==> src/hw/mbw_pkg.sv <==
// constants for the request write and diagnosis handler
package mbw_pkg;
  localparam logic [7:0] FC_WR_SINGLE = 8'h06;
  localparam logic [7:0] FC_DIAG = 8'h08;
  localparam logic [7:0] FC_WR_SINGLE_RAM = 8'h41;
  localparam logic [7:0] FC_WR_MULTI_RAM = 8'h42;
  localparam logic [7:0] FC_ERR_BIT = 8'h80;
  localparam logic [7:0] EXC_ILLEGAL_FUNC = 8'h01;
  localparam logic [7:0] EXC_BAD_VALUE = 8'h03;
  localparam logic [7:0] EXC_LOCKED = 8'h01;
  localparam logic [15:0] SUB_ECHO = 16'h0000;
  localparam logic [15:0] MAX_REGS = 16'h0010;
  localparam logic [4:0] MAX_BYTES = 5'd6;
  localparam logic [4:0] BYTES_WR = 5'd5;
  localparam logic [4:0] BYTES_EXC = 5'd2;
  localparam logic [4:0] BYTES_HDR_MULTI = 5'd6;
endpackage : mbw_pkg

==> src/hw/mbw_handler.sv <==
// request interpreter for no-save, single and diagnosis functions
// How it works
// - multi write success echoes code, address, count
// - register values travel high byte first
// - running-locked parameter write returns exception 1
// - failure replies code with top bit, exception
// - diagnosis test chosen by sub-function field
// - diagnosis touches no registers or state
// - sub-function zero echoes the data bytes
// - diagnosis reply copies code and sub-function
// - single write commits value to storage
// - single write answers after write completes
// - value is a full sixteen-bit field
// - no-save single write changes RAM only
// - power cycle restores stored value
`timescale 1ns/1ps
`default_nettype none
module mbw_handler
  import mbw_pkg::*;
(
  input wire logic clk_sys_in, // 50 MHz clock
  input wire logic sys_rst_in, // sync reset, high
  input wire logic [7:0] rx_byte_in, // request pdu byte
  input wire logic rx_valid_in, // byte strobe
  input wire logic rx_end_in, // frame end strobe
  input wire logic locked_in, // target is running-locked
  input wire logic wr_done_in, // write acknowledged
  output logic wr_req_out, // write request level
  output logic wr_nv_out, // write also to storage
  output logic [15:0] wr_addr_out, // write address
  output logic [15:0] wr_data_out, // write value
  output logic [7:0] tx_byte_out, // response byte
  output logic tx_valid_out, // response byte valid
  input wire logic tx_ready_in, // response byte taken
  output logic busy_out // request in progress
);
  typedef enum logic [3:0] {
    ST_RX = 4'b0001,
    ST_WR = 4'b0010,
    ST_TX = 4'b0100,
    ST_DRAIN = 4'b1000
  } mbw_state_e;

  mbw_state_e state_reg, state_next;
  logic [7:0] hdr_reg [0:5];
  logic [7:0] hdr_next [0:5];
  logic [5:0] rx_cnt_reg, rx_cnt_next;
  logic [4:0] tx_idx_reg, tx_idx_next, tx_len_reg, tx_len_next;
  logic [7:0] exc_reg, exc_next;
  logic err_reg, err_next;
  logic [4:0] wr_left_reg, wr_left_next;
  logic [15:0] wr_addr_reg, wr_addr_next, wr_data_reg, wr_data_next;
  logic wr_nv_reg, wr_nv_next;
  logic [7:0] data_buf_reg [0:31];
  logic [7:0] tx_byte_reg, tx_byte_next;
  logic [4:0] buf_idx_reg, buf_idx_next;

  logic [15:0] count_w;
  logic [7:0] fc_w;
  assign fc_w = hdr_reg[0];
  assign count_w = {hdr_reg[3], hdr_reg[4]};

  always_comb begin
    state_next = state_reg;
    for (int i = 0; i < 6; i++) begin
      hdr_next[i] = hdr_reg[i];
    end
    rx_cnt_next = rx_cnt_reg;
    tx_idx_next = tx_idx_reg;
    tx_len_next = tx_len_reg;
    exc_next = exc_reg;
    err_next = err_reg;
    wr_left_next = wr_left_reg;
    wr_addr_next = wr_addr_reg;
    wr_data_next = wr_data_reg;
    wr_nv_next = wr_nv_reg;
    buf_idx_next = buf_idx_reg;
    unique case (state_reg)
      ST_RX: begin
        if (rx_valid_in && rx_cnt_reg != 6'h3f) begin
          if (rx_cnt_reg < 6'd6) begin
            hdr_next[rx_cnt_reg[2:0]] = rx_byte_in;
          end
          rx_cnt_next = rx_cnt_reg + 6'd1;
        end
        if (rx_end_in) begin
          rx_cnt_next = 6'd0;
          buf_idx_next = 5'd0;
          err_next = 1'b0;
          tx_idx_next = 5'd0;
          wr_left_next = 5'd1;
          tx_len_next = BYTES_WR;
          state_next = ST_WR;
          unique case (fc_w)
            FC_WR_SINGLE, FC_WR_SINGLE_RAM: begin
              // only write frames touch the write port
              wr_addr_next = {hdr_reg[1], hdr_reg[2]};
              wr_data_next = {hdr_reg[3], hdr_reg[4]};
              wr_nv_next = (fc_w == FC_WR_SINGLE);
              if (rx_cnt_reg != 6'd5) begin
                err_next = 1'b1;
                exc_next = EXC_BAD_VALUE;
              end else if (locked_in) begin
                err_next = 1'b1;
                exc_next = EXC_LOCKED;
              end
            end
            FC_DIAG: begin
              state_next = ST_TX;
              if (rx_cnt_reg != 6'd5) begin
                err_next = 1'b1;
                exc_next = EXC_BAD_VALUE;
              end else if ({hdr_reg[1], hdr_reg[2]} != SUB_ECHO) begin
                err_next = 1'b1;
                exc_next = EXC_ILLEGAL_FUNC;
              end
            end
            FC_WR_MULTI_RAM: begin
              wr_nv_next = 1'b0;
              wr_addr_next = {hdr_reg[1], hdr_reg[2]};
              wr_left_next = count_w[4:0];
              wr_data_next = {data_buf_reg[0], data_buf_reg[1]};
              buf_idx_next = 5'd2;
              tx_len_next = BYTES_WR;
              if (count_w == 16'h0000 || count_w > MAX_REGS ||
                  {8'h00, hdr_reg[5]} != {count_w[14:0], 1'b0} ||
                  rx_cnt_reg != 6'(6 + 2 * count_w[4:0])) begin
                err_next = 1'b1;
                exc_next = EXC_BAD_VALUE;
              end else if (locked_in) begin
                err_next = 1'b1;
                exc_next = EXC_LOCKED;
              end
            end
            default: begin
              err_next = 1'b1;
              exc_next = EXC_ILLEGAL_FUNC;
            end
          endcase
          if (err_next) begin
            tx_len_next = BYTES_EXC;
            state_next = ST_TX;
          end
        end
      end
      ST_WR: begin
        if (wr_done_in) begin
          if (wr_left_reg == 5'd1) begin
            state_next = ST_TX;
          end else begin
            wr_left_next = wr_left_reg - 5'd1;
            wr_addr_next = wr_addr_reg + 16'h0001;
            wr_data_next = {data_buf_reg[buf_idx_reg],
                            data_buf_reg[buf_idx_reg + 5'd1]};
            buf_idx_next = buf_idx_reg + 5'd2;
          end
        end
      end
      ST_TX: begin
        if (tx_ready_in) begin
          if (tx_idx_reg == tx_len_reg - 5'd1) begin
            state_next = ST_RX;
          end else begin
            tx_idx_next = tx_idx_reg + 5'd1;
          end
        end
      end
      ST_DRAIN: begin
        state_next = ST_RX;
      end
    endcase
  end

  // response bytes: header echo, or error code then exception; picked
  // from the next-state values so the byte leaves a flip-flop in step
  always_comb begin
    tx_byte_next = 8'h00;
    if (err_next) begin
      tx_byte_next = exc_next;
      if (tx_idx_next == 5'd0) begin
        tx_byte_next = hdr_next[0] | FC_ERR_BIT;
      end
    end else if (tx_idx_next < MAX_BYTES) begin
      tx_byte_next = hdr_next[tx_idx_next[2:0]];
    end
  end

  always_ff @(posedge clk_sys_in) begin
    if (sys_rst_in) begin
      state_reg <= ST_RX;
      for (int i = 0; i < 6; i++) begin
        hdr_reg[i] <= 8'h00;
      end
      rx_cnt_reg <= 6'd0;
      tx_idx_reg <= 5'd0;
      tx_len_reg <= 5'd0;
      exc_reg <= 8'h00;
      err_reg <= 1'b0;
      wr_left_reg <= 5'd0;
      wr_addr_reg <= 16'h0000;
      wr_data_reg <= 16'h0000;
      wr_nv_reg <= 1'b0;
      tx_byte_reg <= 8'h00;
      buf_idx_reg <= 5'd0;
    end else begin
      state_reg <= state_next;
      for (int i = 0; i < 6; i++) begin
        hdr_reg[i] <= hdr_next[i];
      end
      rx_cnt_reg <= rx_cnt_next;
      tx_idx_reg <= tx_idx_next;
      tx_len_reg <= tx_len_next;
      exc_reg <= exc_next;
      err_reg <= err_next;
      wr_left_reg <= wr_left_next;
      wr_addr_reg <= wr_addr_next;
      wr_data_reg <= wr_data_next;
      wr_nv_reg <= wr_nv_next;
      tx_byte_reg <= tx_byte_next;
      buf_idx_reg <= buf_idx_next;
    end
  end

  // value bytes of a multi write, kept in arrival order
  always_ff @(posedge clk_sys_in) begin
    if (state_reg == ST_RX && rx_valid_in && rx_cnt_reg >= 6'd6 &&
        rx_cnt_reg < 6'd38) begin
      data_buf_reg[5'(rx_cnt_reg - 6'd6)] <= rx_byte_in;
    end
  end

  assign tx_byte_out = tx_byte_reg;
  assign tx_valid_out = (state_reg == ST_TX);
  assign wr_req_out = (state_reg == ST_WR);
  assign wr_nv_out = wr_nv_reg;
  assign wr_addr_out = wr_addr_reg;
  assign wr_data_out = wr_data_reg;
  assign busy_out = (state_reg != ST_RX);

  a_diag_no_write: assert property (@(posedge clk_sys_in)
    disable iff (sys_rst_in)
    (state_reg == ST_RX && rx_end_in && fc_w == FC_DIAG) |=>
      !wr_req_out [*2])
    else $error("diagnosis request caused a write");
  a_ram_only: assert property (@(posedge clk_sys_in)
    disable iff (sys_rst_in)
    (wr_req_out && fc_w != FC_WR_SINGLE) |-> !wr_nv_out)
    else $error("no-save write reached storage");
  a_single_nv: assert property (@(posedge clk_sys_in)
    disable iff (sys_rst_in)
    (wr_req_out && fc_w == FC_WR_SINGLE) |-> wr_nv_out)
    else $error("single write not committed");
  a_err_code: assert property (@(posedge clk_sys_in)
    disable iff (sys_rst_in)
    (tx_valid_out && err_reg && tx_idx_reg == 5'd0) |->
      tx_byte_out == (fc_w | FC_ERR_BIT))
    else $error("error code lacks top bit");
  a_echo_hdr: assert property (@(posedge clk_sys_in)
    disable iff (sys_rst_in)
    (tx_valid_out && !err_reg && tx_idx_reg == 5'd0) |->
      tx_byte_out == fc_w)
    else $error("function code not echoed");
  a_resp_after_wr: assert property (@(posedge clk_sys_in)
    disable iff (sys_rst_in)
    ($rose(tx_valid_out) && $past(wr_req_out)) |->
      $past(wr_done_in))
    else $error("response before write done");
  a_bad_count: assert property (@(posedge clk_sys_in)
    disable iff (sys_rst_in)
    (state_reg == ST_RX && rx_end_in && fc_w == FC_WR_MULTI_RAM &&
     (count_w == 16'h0000 || count_w > MAX_REGS)) |=>
      err_reg && !wr_req_out)
    else $error("bad count accepted");
  a_locked_exc: assert property (@(posedge clk_sys_in)
    disable iff (sys_rst_in)
    (state_reg == ST_RX && rx_end_in && fc_w == FC_WR_MULTI_RAM &&
     locked_in) |=> err_reg && !wr_req_out &&
      (exc_reg == EXC_LOCKED || exc_reg == EXC_BAD_VALUE))
    else $error("locked write not refused");
endmodule : mbw_handler
`default_nettype wire

==> config.mk <==
export PLATFORM = sky130hd
export DESIGN_NAME = mbw_handler
export DESIGN_NICKNAME = d
export VERILOG_FILES = /design/src/hw/mbw_pkg.sv /design/src/hw/mbw_handler.sv
export SDC_FILE = /design/constraint.sdc
export NUM_CORES = 1
export LEC_CHECK = 0
export BUFFER_PORTS_ARGS = -buffer_cell sky130_fd_sc_hd__buf_4
export CORE_ASPECT_RATIO = 1.4
export CORE_UTILIZATION = 63
export CTS_CLUSTER_SIZE = 25
export DETAILED_ROUTE_END_ITERATION = 8
export PLACE_DENSITY_LB_ADDON = 0.15
export SETUP_SLACK_MARGIN = 0.1
export SYNTH_ARGS = -nofsm -noshare
export SYNTH_HDL_FRONTEND = slang
export SYNTH_SLANG_ARGS = --single-unit
==> constraint.sdc <==
create_clock -name clk_sys_in -period 3.15 [get_ports clk_sys_in]
set_input_delay 0.315 -clock clk_sys_in [delete_from_list [all_inputs] [get_ports clk_sys_in]]
set_output_delay 0.315 -clock clk_sys_in [all_outputs]
set_load 0.02 [all_outputs]
# After elaboration in Yosys (flattened, before gate mapping)
# Memory sizes are Yosys's and may differ from the RTL's. A register that Yosys moved wholly into a read port is not among the register bits.
# Cells that the tools add are included.
totals:
  ff_bits: 80
  ram_bits: 304
  input_bits: 15
  wordCells: 164
  n_memories: 2
mem_list:
  columns: ["name", "depth", "width", "rd", "rd_ports_with_merged_regs", "write_ports", "line_no", "source"]
  rows:
  - ["data_buf_reg", 32, 8, 4, 1, 1, "mbw_handler.sv:54", "logic [7:0] data_buf_reg [0:31];"]
  - ["hdr_reg", 6, 8, 6, 0, 6, "mbw_handler.sv:45", "logic [7:0] hdr_reg [0:5];"]
op_classes:
  n_addsub: 9
  order_cmp: 8
  eq_ne: 23
  mux: 79
  bitwise: 8
  n_reduce_logical: 23
op_table:
  columns: ["op", "n"]
  rows:
  - ["8-bit 2-to-1 mux", 19]
  - ["48-bit 2-to-1 mux", 3]
  - ["16-bit 2-to-1 mux", 7]
  - ["16-bit one-hot mux with 2 select lines", 3]
  - ["5-bit 2-to-1 mux", 12]
  - ["48-bit bitwise mux", 1]
  - ["5-bit one-hot mux with 2 select lines", 3]
  - ["8-bit binary-select mux with 3-bit select", 1]
  - ["8-bit demux with 3-bit select", 1]
  - ["4-bit 2-to-1 mux", 6]
  - ["8-bit one-hot mux with 3 select lines", 1]
  - ["16-bit by 1-bit adder with 16-bit output, second input constant", 1]
  - ["8-bit by 7-bit equality test with 1-bit output, second input constant", 2]
  - ["16-bit by 5-bit > comparator with 1-bit output, second input constant", 1]
  - ["16-bit zero test", 1]
  - ["8-bit by 16-bit != test with 1-bit output", 1]
  - ["4-bit one-hot mux with 4 select lines", 1]
  - ["16-bit nonzero test", 1]
  - ["5-bit AND reduction", 3]
  - ["1-bit 2-to-1 mux", 14]
  - ["6-bit 2-to-1 mux", 2]
  - ["5-bit by 1-bit adder with 5-bit output, second input constant", 2]
  - ["5-bit by 1-bit subtractor with 5-bit output, second input constant", 2]
  - ["8-bit by 3-bit equality test with 1-bit output, second input constant", 1]
  - ["39 further kinds", 61]

# Logic depth before layout (Yosys ltp)
depth:
  ltp_word: 14
  mapped_depth: 12

# Worst setup path before layout
# Ideal clock, no wire load.
synth_path:
  path_kind: "register -> register"
  startpoint: "register buf_idx_reg[0]"
  endpoint: "register wr_data_reg[5] (netlist: wr_data_out[5])"
  setup_time_ps: 132
  arrival_ps: 2648
  required_time_ps: 3018
  path_slack_ps: 370
  stages_incl_launch_ff: 10
  period_less_slack_ps: 2780
  path_cell_list: "dfxtp_1 -> ha_1 -> clkbuf_1 -> clkbuf_1 -> mux4_2 -> mux4_2 -> mux2i_1 -> nand2_1 -> nand3_1 -> a21oi_1"
synth_via:
  elab_chain_cells: 5
synth_lines:
  columns: ["element", "line_no", "source"]
  rows:
  - ["start: declaration", "mbw_handler.sv:56", "logic [4:0] buf_idx_reg, buf_idx_next;"]
  - ["start signal: assignment", "mbw_handler.sv:220", "buf_idx_reg <= buf_idx_next;"]
  - ["5-bit by 1-bit adder with 5-bit output", "mbw_handler.sv:154", "data_buf_reg[buf_idx_reg + 5'd1]};"]
  - ["memory 32 x 8 bit", null, null]
  - ["16-bit 2-to-1 mux", "mbw_handler.sv:148", "if (wr_left_reg == 5'd1) begin"]
  - ["16-bit 2-to-1 mux", "mbw_handler.sv:147", "if (wr_done_in) begin"]
  - ["16-bit one-hot mux with 2 select lines", "mbw_handler.sv:78", "unique case (state_reg)"]
  - ["end signal: assignment", "mbw_handler.sv:217", "wr_data_reg <= wr_data_next;"]
  - ["end: declaration", "mbw_handler.sv:52", "logic [15:0] wr_addr_reg, wr_addr_next, wr_data_reg, wr_data_next;"]
# Every way passes these cells. The select of a mux whose other input is x is not followed.
# A chain may end at the register's enable or synchronous reset.

# Worst setup path in the final report
layout_path:
  startpoint: "register tx_len_reg[0]"
  endpoint: "register tx_byte_reg[4] (netlist: tx_byte_out[4])"
layout_via:
  elab_chain_cells: 11
layout_lines:
  columns: ["element", "line_no", "source"]
  rows:
  - ["start: declaration", "mbw_handler.sv:48", "logic [4:0] tx_idx_reg, tx_idx_next, tx_len_reg, tx_len_next;"]
  - ["start signal: assignment", "mbw_handler.sv:212", "tx_len_reg <= tx_len_next;"]
  - ["5-bit by 1-bit subtractor with 5-bit output (*)", "mbw_handler.sv:161", "if (tx_idx_reg == tx_len_reg - 5'd1) begin"]
  - ["5-bit equality test (*)", "mbw_handler.sv:161", null]
  - ["5-bit 2-to-1 mux (*)", "mbw_handler.sv:161", null]
  - ["5-bit 2-to-1 mux (*)", "mbw_handler.sv:160", "if (tx_ready_in) begin"]
  - ["5-bit one-hot mux with 2 select lines (*)", "mbw_handler.sv:78", null]
  - ["3-bit inverter with 4-bit output (not written as such)", "mbw_handler.sv:184", "tx_byte_next = hdr_next[tx_idx_next[2:0]];"]
  - ["8-bit binary-select mux with 3-bit select", "mbw_handler.sv:184", null]
  - ["8-bit 2-to-1 mux (not written as such) (2 in series)", "mbw_handler.sv:184", null]
  - ["8-bit 2-to-1 mux", "mbw_handler.sv:183", "end else if (tx_idx_next < MAX_BYTES) begin"]
  - ["8-bit 2-to-1 mux (*)", "mbw_handler.sv:178", "if (err_next) begin"]
  - ["end signal: assignment", "mbw_handler.sv:219", "tx_byte_reg <= tx_byte_next;"]
  - ["end: declaration", "mbw_handler.sv:55", "logic [7:0] tx_byte_reg, tx_byte_next;"]
# Every way passes the cells marked *; elsewhere a longest branch is shown, timed or not. The select of a mux whose other input is x is not followed.

==> results.ini <==
[placement]
dpl_cell_area_um2 = 20300
place.port_buffers = 58
dp.cells = 1884
post-dp-hpwl_um = 35800
place_congestion = 0.933
place_ws_ns = 0.0321

[logic_synthesis]
synth_xor_area_share_pct = 1.10
ys.flop_type = edfxtp_1
ys_async_sr_fraction_pct = 0
yosysWarnings = 0
muxShareOfSynthArea_pct = 21.5
synth.distinct_cells = 82
synth_commonest_cells = edfxtp_1 (256), nand2_1 (182), mux4_2 (160)
syn_area_um2 = 19200
synth-seq-cells = 385
synth_nets = 1497
synth_top_family_by_area = multiplexers
synth_most_common_cell = edfxtp_1
yosys.area_share.simple_pct = 11.8
synth-edff-count = 256
seq_area_frac_synth_pct = 53.6
synth_compound_area_share_pct = 7.83
synth.top_cell.area_share_pct = 40.1
synthCells = 1465
synth_fa_ha_area_share_pct = 1.11
synth_area_leader_cell = edfxtp_1
synth_area_per_cell_um2 = 13.1
synthTopCellsByArea = edfxtp_1 (40%), mux4_2 (19%), dfxtp_1 (13%)

[sta]
finalCriticalPeriod_ns = 2.94
tns_ns = 0
fmax_ghz = 0.340
rsz0062_at_grt = no
tightest_slew_ns = 0.878
drv_slew = 0
fin_skew_ns = 0.0133
slew-limit-headroom_pct = 41.4
period_share_pct = 93.4
fin_ws_ns = 0.207
setup-violations-final = 0
hold_violations = 0
holdWs_ns = 0.134

[clock_tree]
cts.clk_slew.worst_paths_ns = 0.06
ctsHoldBuffers = 0
cts_tree = yes
clk_latency_ns = 0.54
cts_htree_levels = 2
cts.sinks = 385
cts-root-buf = clkbuf_16
ctsLongestPathBuffers = 3
cts_inserted_buffers = 38

[power_and_ir_drop]
switching_power_mw = 2.26
power_switching_share_pct = 21.5
p_leak_nw = 7.27
p_seq_share_pct = 51.6
ir_drop_mv = 0.525
p_int_mw = 8.26
pwr-share-clk_pct = 43.9
share_comb_of_total_power_pct = 4.5
power_density_nw_per_um2 = 486

[final_layout]
postLayoutCellArea_um2 = 21600
drive_gt1_share_pct = 25.8
seq_area_um2 = 10300
num_antenna_cells = 0
area_delta_synth_final_pct = 12.9
multi_input_area_um2 = 8410
final_nets = 1571
largest_register_ff_count = 256
n_fill_cell = 1971
fin_cells = 1952

[outcome]
outcome = finished clean

[critical_path]
startpoint_type = flip-flop
crit_type = flip-flop to flip-flop
setup.worst_path.end_class = flip-flop
worst_ep_arrival_time_ns = 3.36
cp_data_required_time_ns = 3.57
cp_max_fo = 12

[drt]
wl_met1_um = 18400
wl_met2_um = 26800
drc = 0
via_count = 13300
wl_um = 51700
viasPerCell = 6.82
first_pass_iters = 7
routed-wl-met3_um = 3120
dr.max_layer_used = met4
dr.first_iter.drc_count = 1068
antenna_left = 0
wire_per_inst_um = 26.5

[grt]
grt_antenna_before_repair = 0
grt_usage_pct = 34.3
grt_max_degree = 67
grt_pass1_vias = 13200
grt_pass1_wl_um = 79100
grt_remaining_overflow = 0

[min_path]
hp-class = input port to flip-flop

[flow_run]
drv_cap = 0

[die]
die_h_um = 208
row_count = 75
start_util_pct = 64.1
die_width_um = 149
core_um2 = 29900
die_area_um2 = 31200
io_pins = 59

==> worst max-delay path, cell delays in order, from the launching register on <==
cell,delay (ns)
dfxtp_1,0.36
inv_1,0.07
ha_1,0.31
xor2_1,0.28
o2111a_2,0.32
nor3b_4,0.08
or2_1,0.33
buf_4,0.23
o32ai_2,0.40
a211oi_1,0.10
nor4_1,0.27
o21ai_1,0.08
==> logic make-up (layout without fill, tap and decap cells) <==
group | Yosys count | count (layout)
and+or+nand+nor | 465 | 465
DFF | 385 | 385
buffers and inverters | 131 | 233
AOI/OAI and AO/OA | 233 | 233
muxes | 210 | 210
xor gates and xnor gates | 24 | 24
adders and majority gates | 17 | 17
==> cells in the final DEF, fill, tap and decap left out, types with 16 or more instances in the layout <==
master / instances
o21ai_0: 30
inv_1: 26
nand3_1: 48
nand2_1: 182
clkbuf_16: 39
buf_4: 128
ha_1: 16
a21oi_1: 100
mux4_2: 160
edfxtp_1: 256
nor2_1: 107
dfxtp_1: 126
nor4_1: 18
mux2i_1: 45
nor3_1: 34
==> through the flow <==
stage	util [%]	total power, mW
6_report	72.3	10.5
5_1_grt	72.3	10.8
4_1_cts	72.2	10.6
3_5_place_dp	67.9	6.01
3_3_place_gp	67.9	6.00
2_1_floorplan	-	5.82
==> timing repair <==
item / 4_1_cts / 5_1_grt
setup buffers: 0 / 0
gates resized for setup: 4 / 6
setup endpoints to repair: 4 / 8
==> layer usage <==
metal	vias to the layer above	GRT usage (%)
li1	5832	-
met4	0	20.6
met2	647	58.1
met1	6685	41.3
met3	150	5.00
met5	-	0
==> area by class of cell <==
class | instances | share of cell area, %
inverters | 29 | 0.503
clock buffers | 45 | 4.66
multi-input cells | 949 | 38.8
flip-flops and latches | 385 | 47.5
clock inverters | 23 | 1.11
repair buffers | 136 | 5.18
well taps | 385 | 2.23
==> power groups by stage <==
stage	sequential (mW)	combinational (mW)	clock [mW]
final	5.44	0.477	4.62
after floorplan	5.56	0.264	0
after CTS	5.43	0.468	4.66
after global routing	5.44	0.512	4.86
after detailed placement	5.54	0.462	0
after global placement	5.54	0.452	0
==> worst paths after layout <==
| check | slack, ns | startpoint | end | cells after the start |
|---|---|---|---|---|
| max | 0.21 | tx_len_reg[0] | tx_byte_out[4] | 11 |
| min | 0.13 | wr_done_in | state_reg[1] | 4 |
| max reg2reg | 0.21 | tx_len_reg[0] | tx_byte_out[4] | 11 |
| min reg2reg | 0.44 | exc_reg[4] | exc_reg[4] | 2 |
No activity file was read; power rests on OpenSTA's default activity.
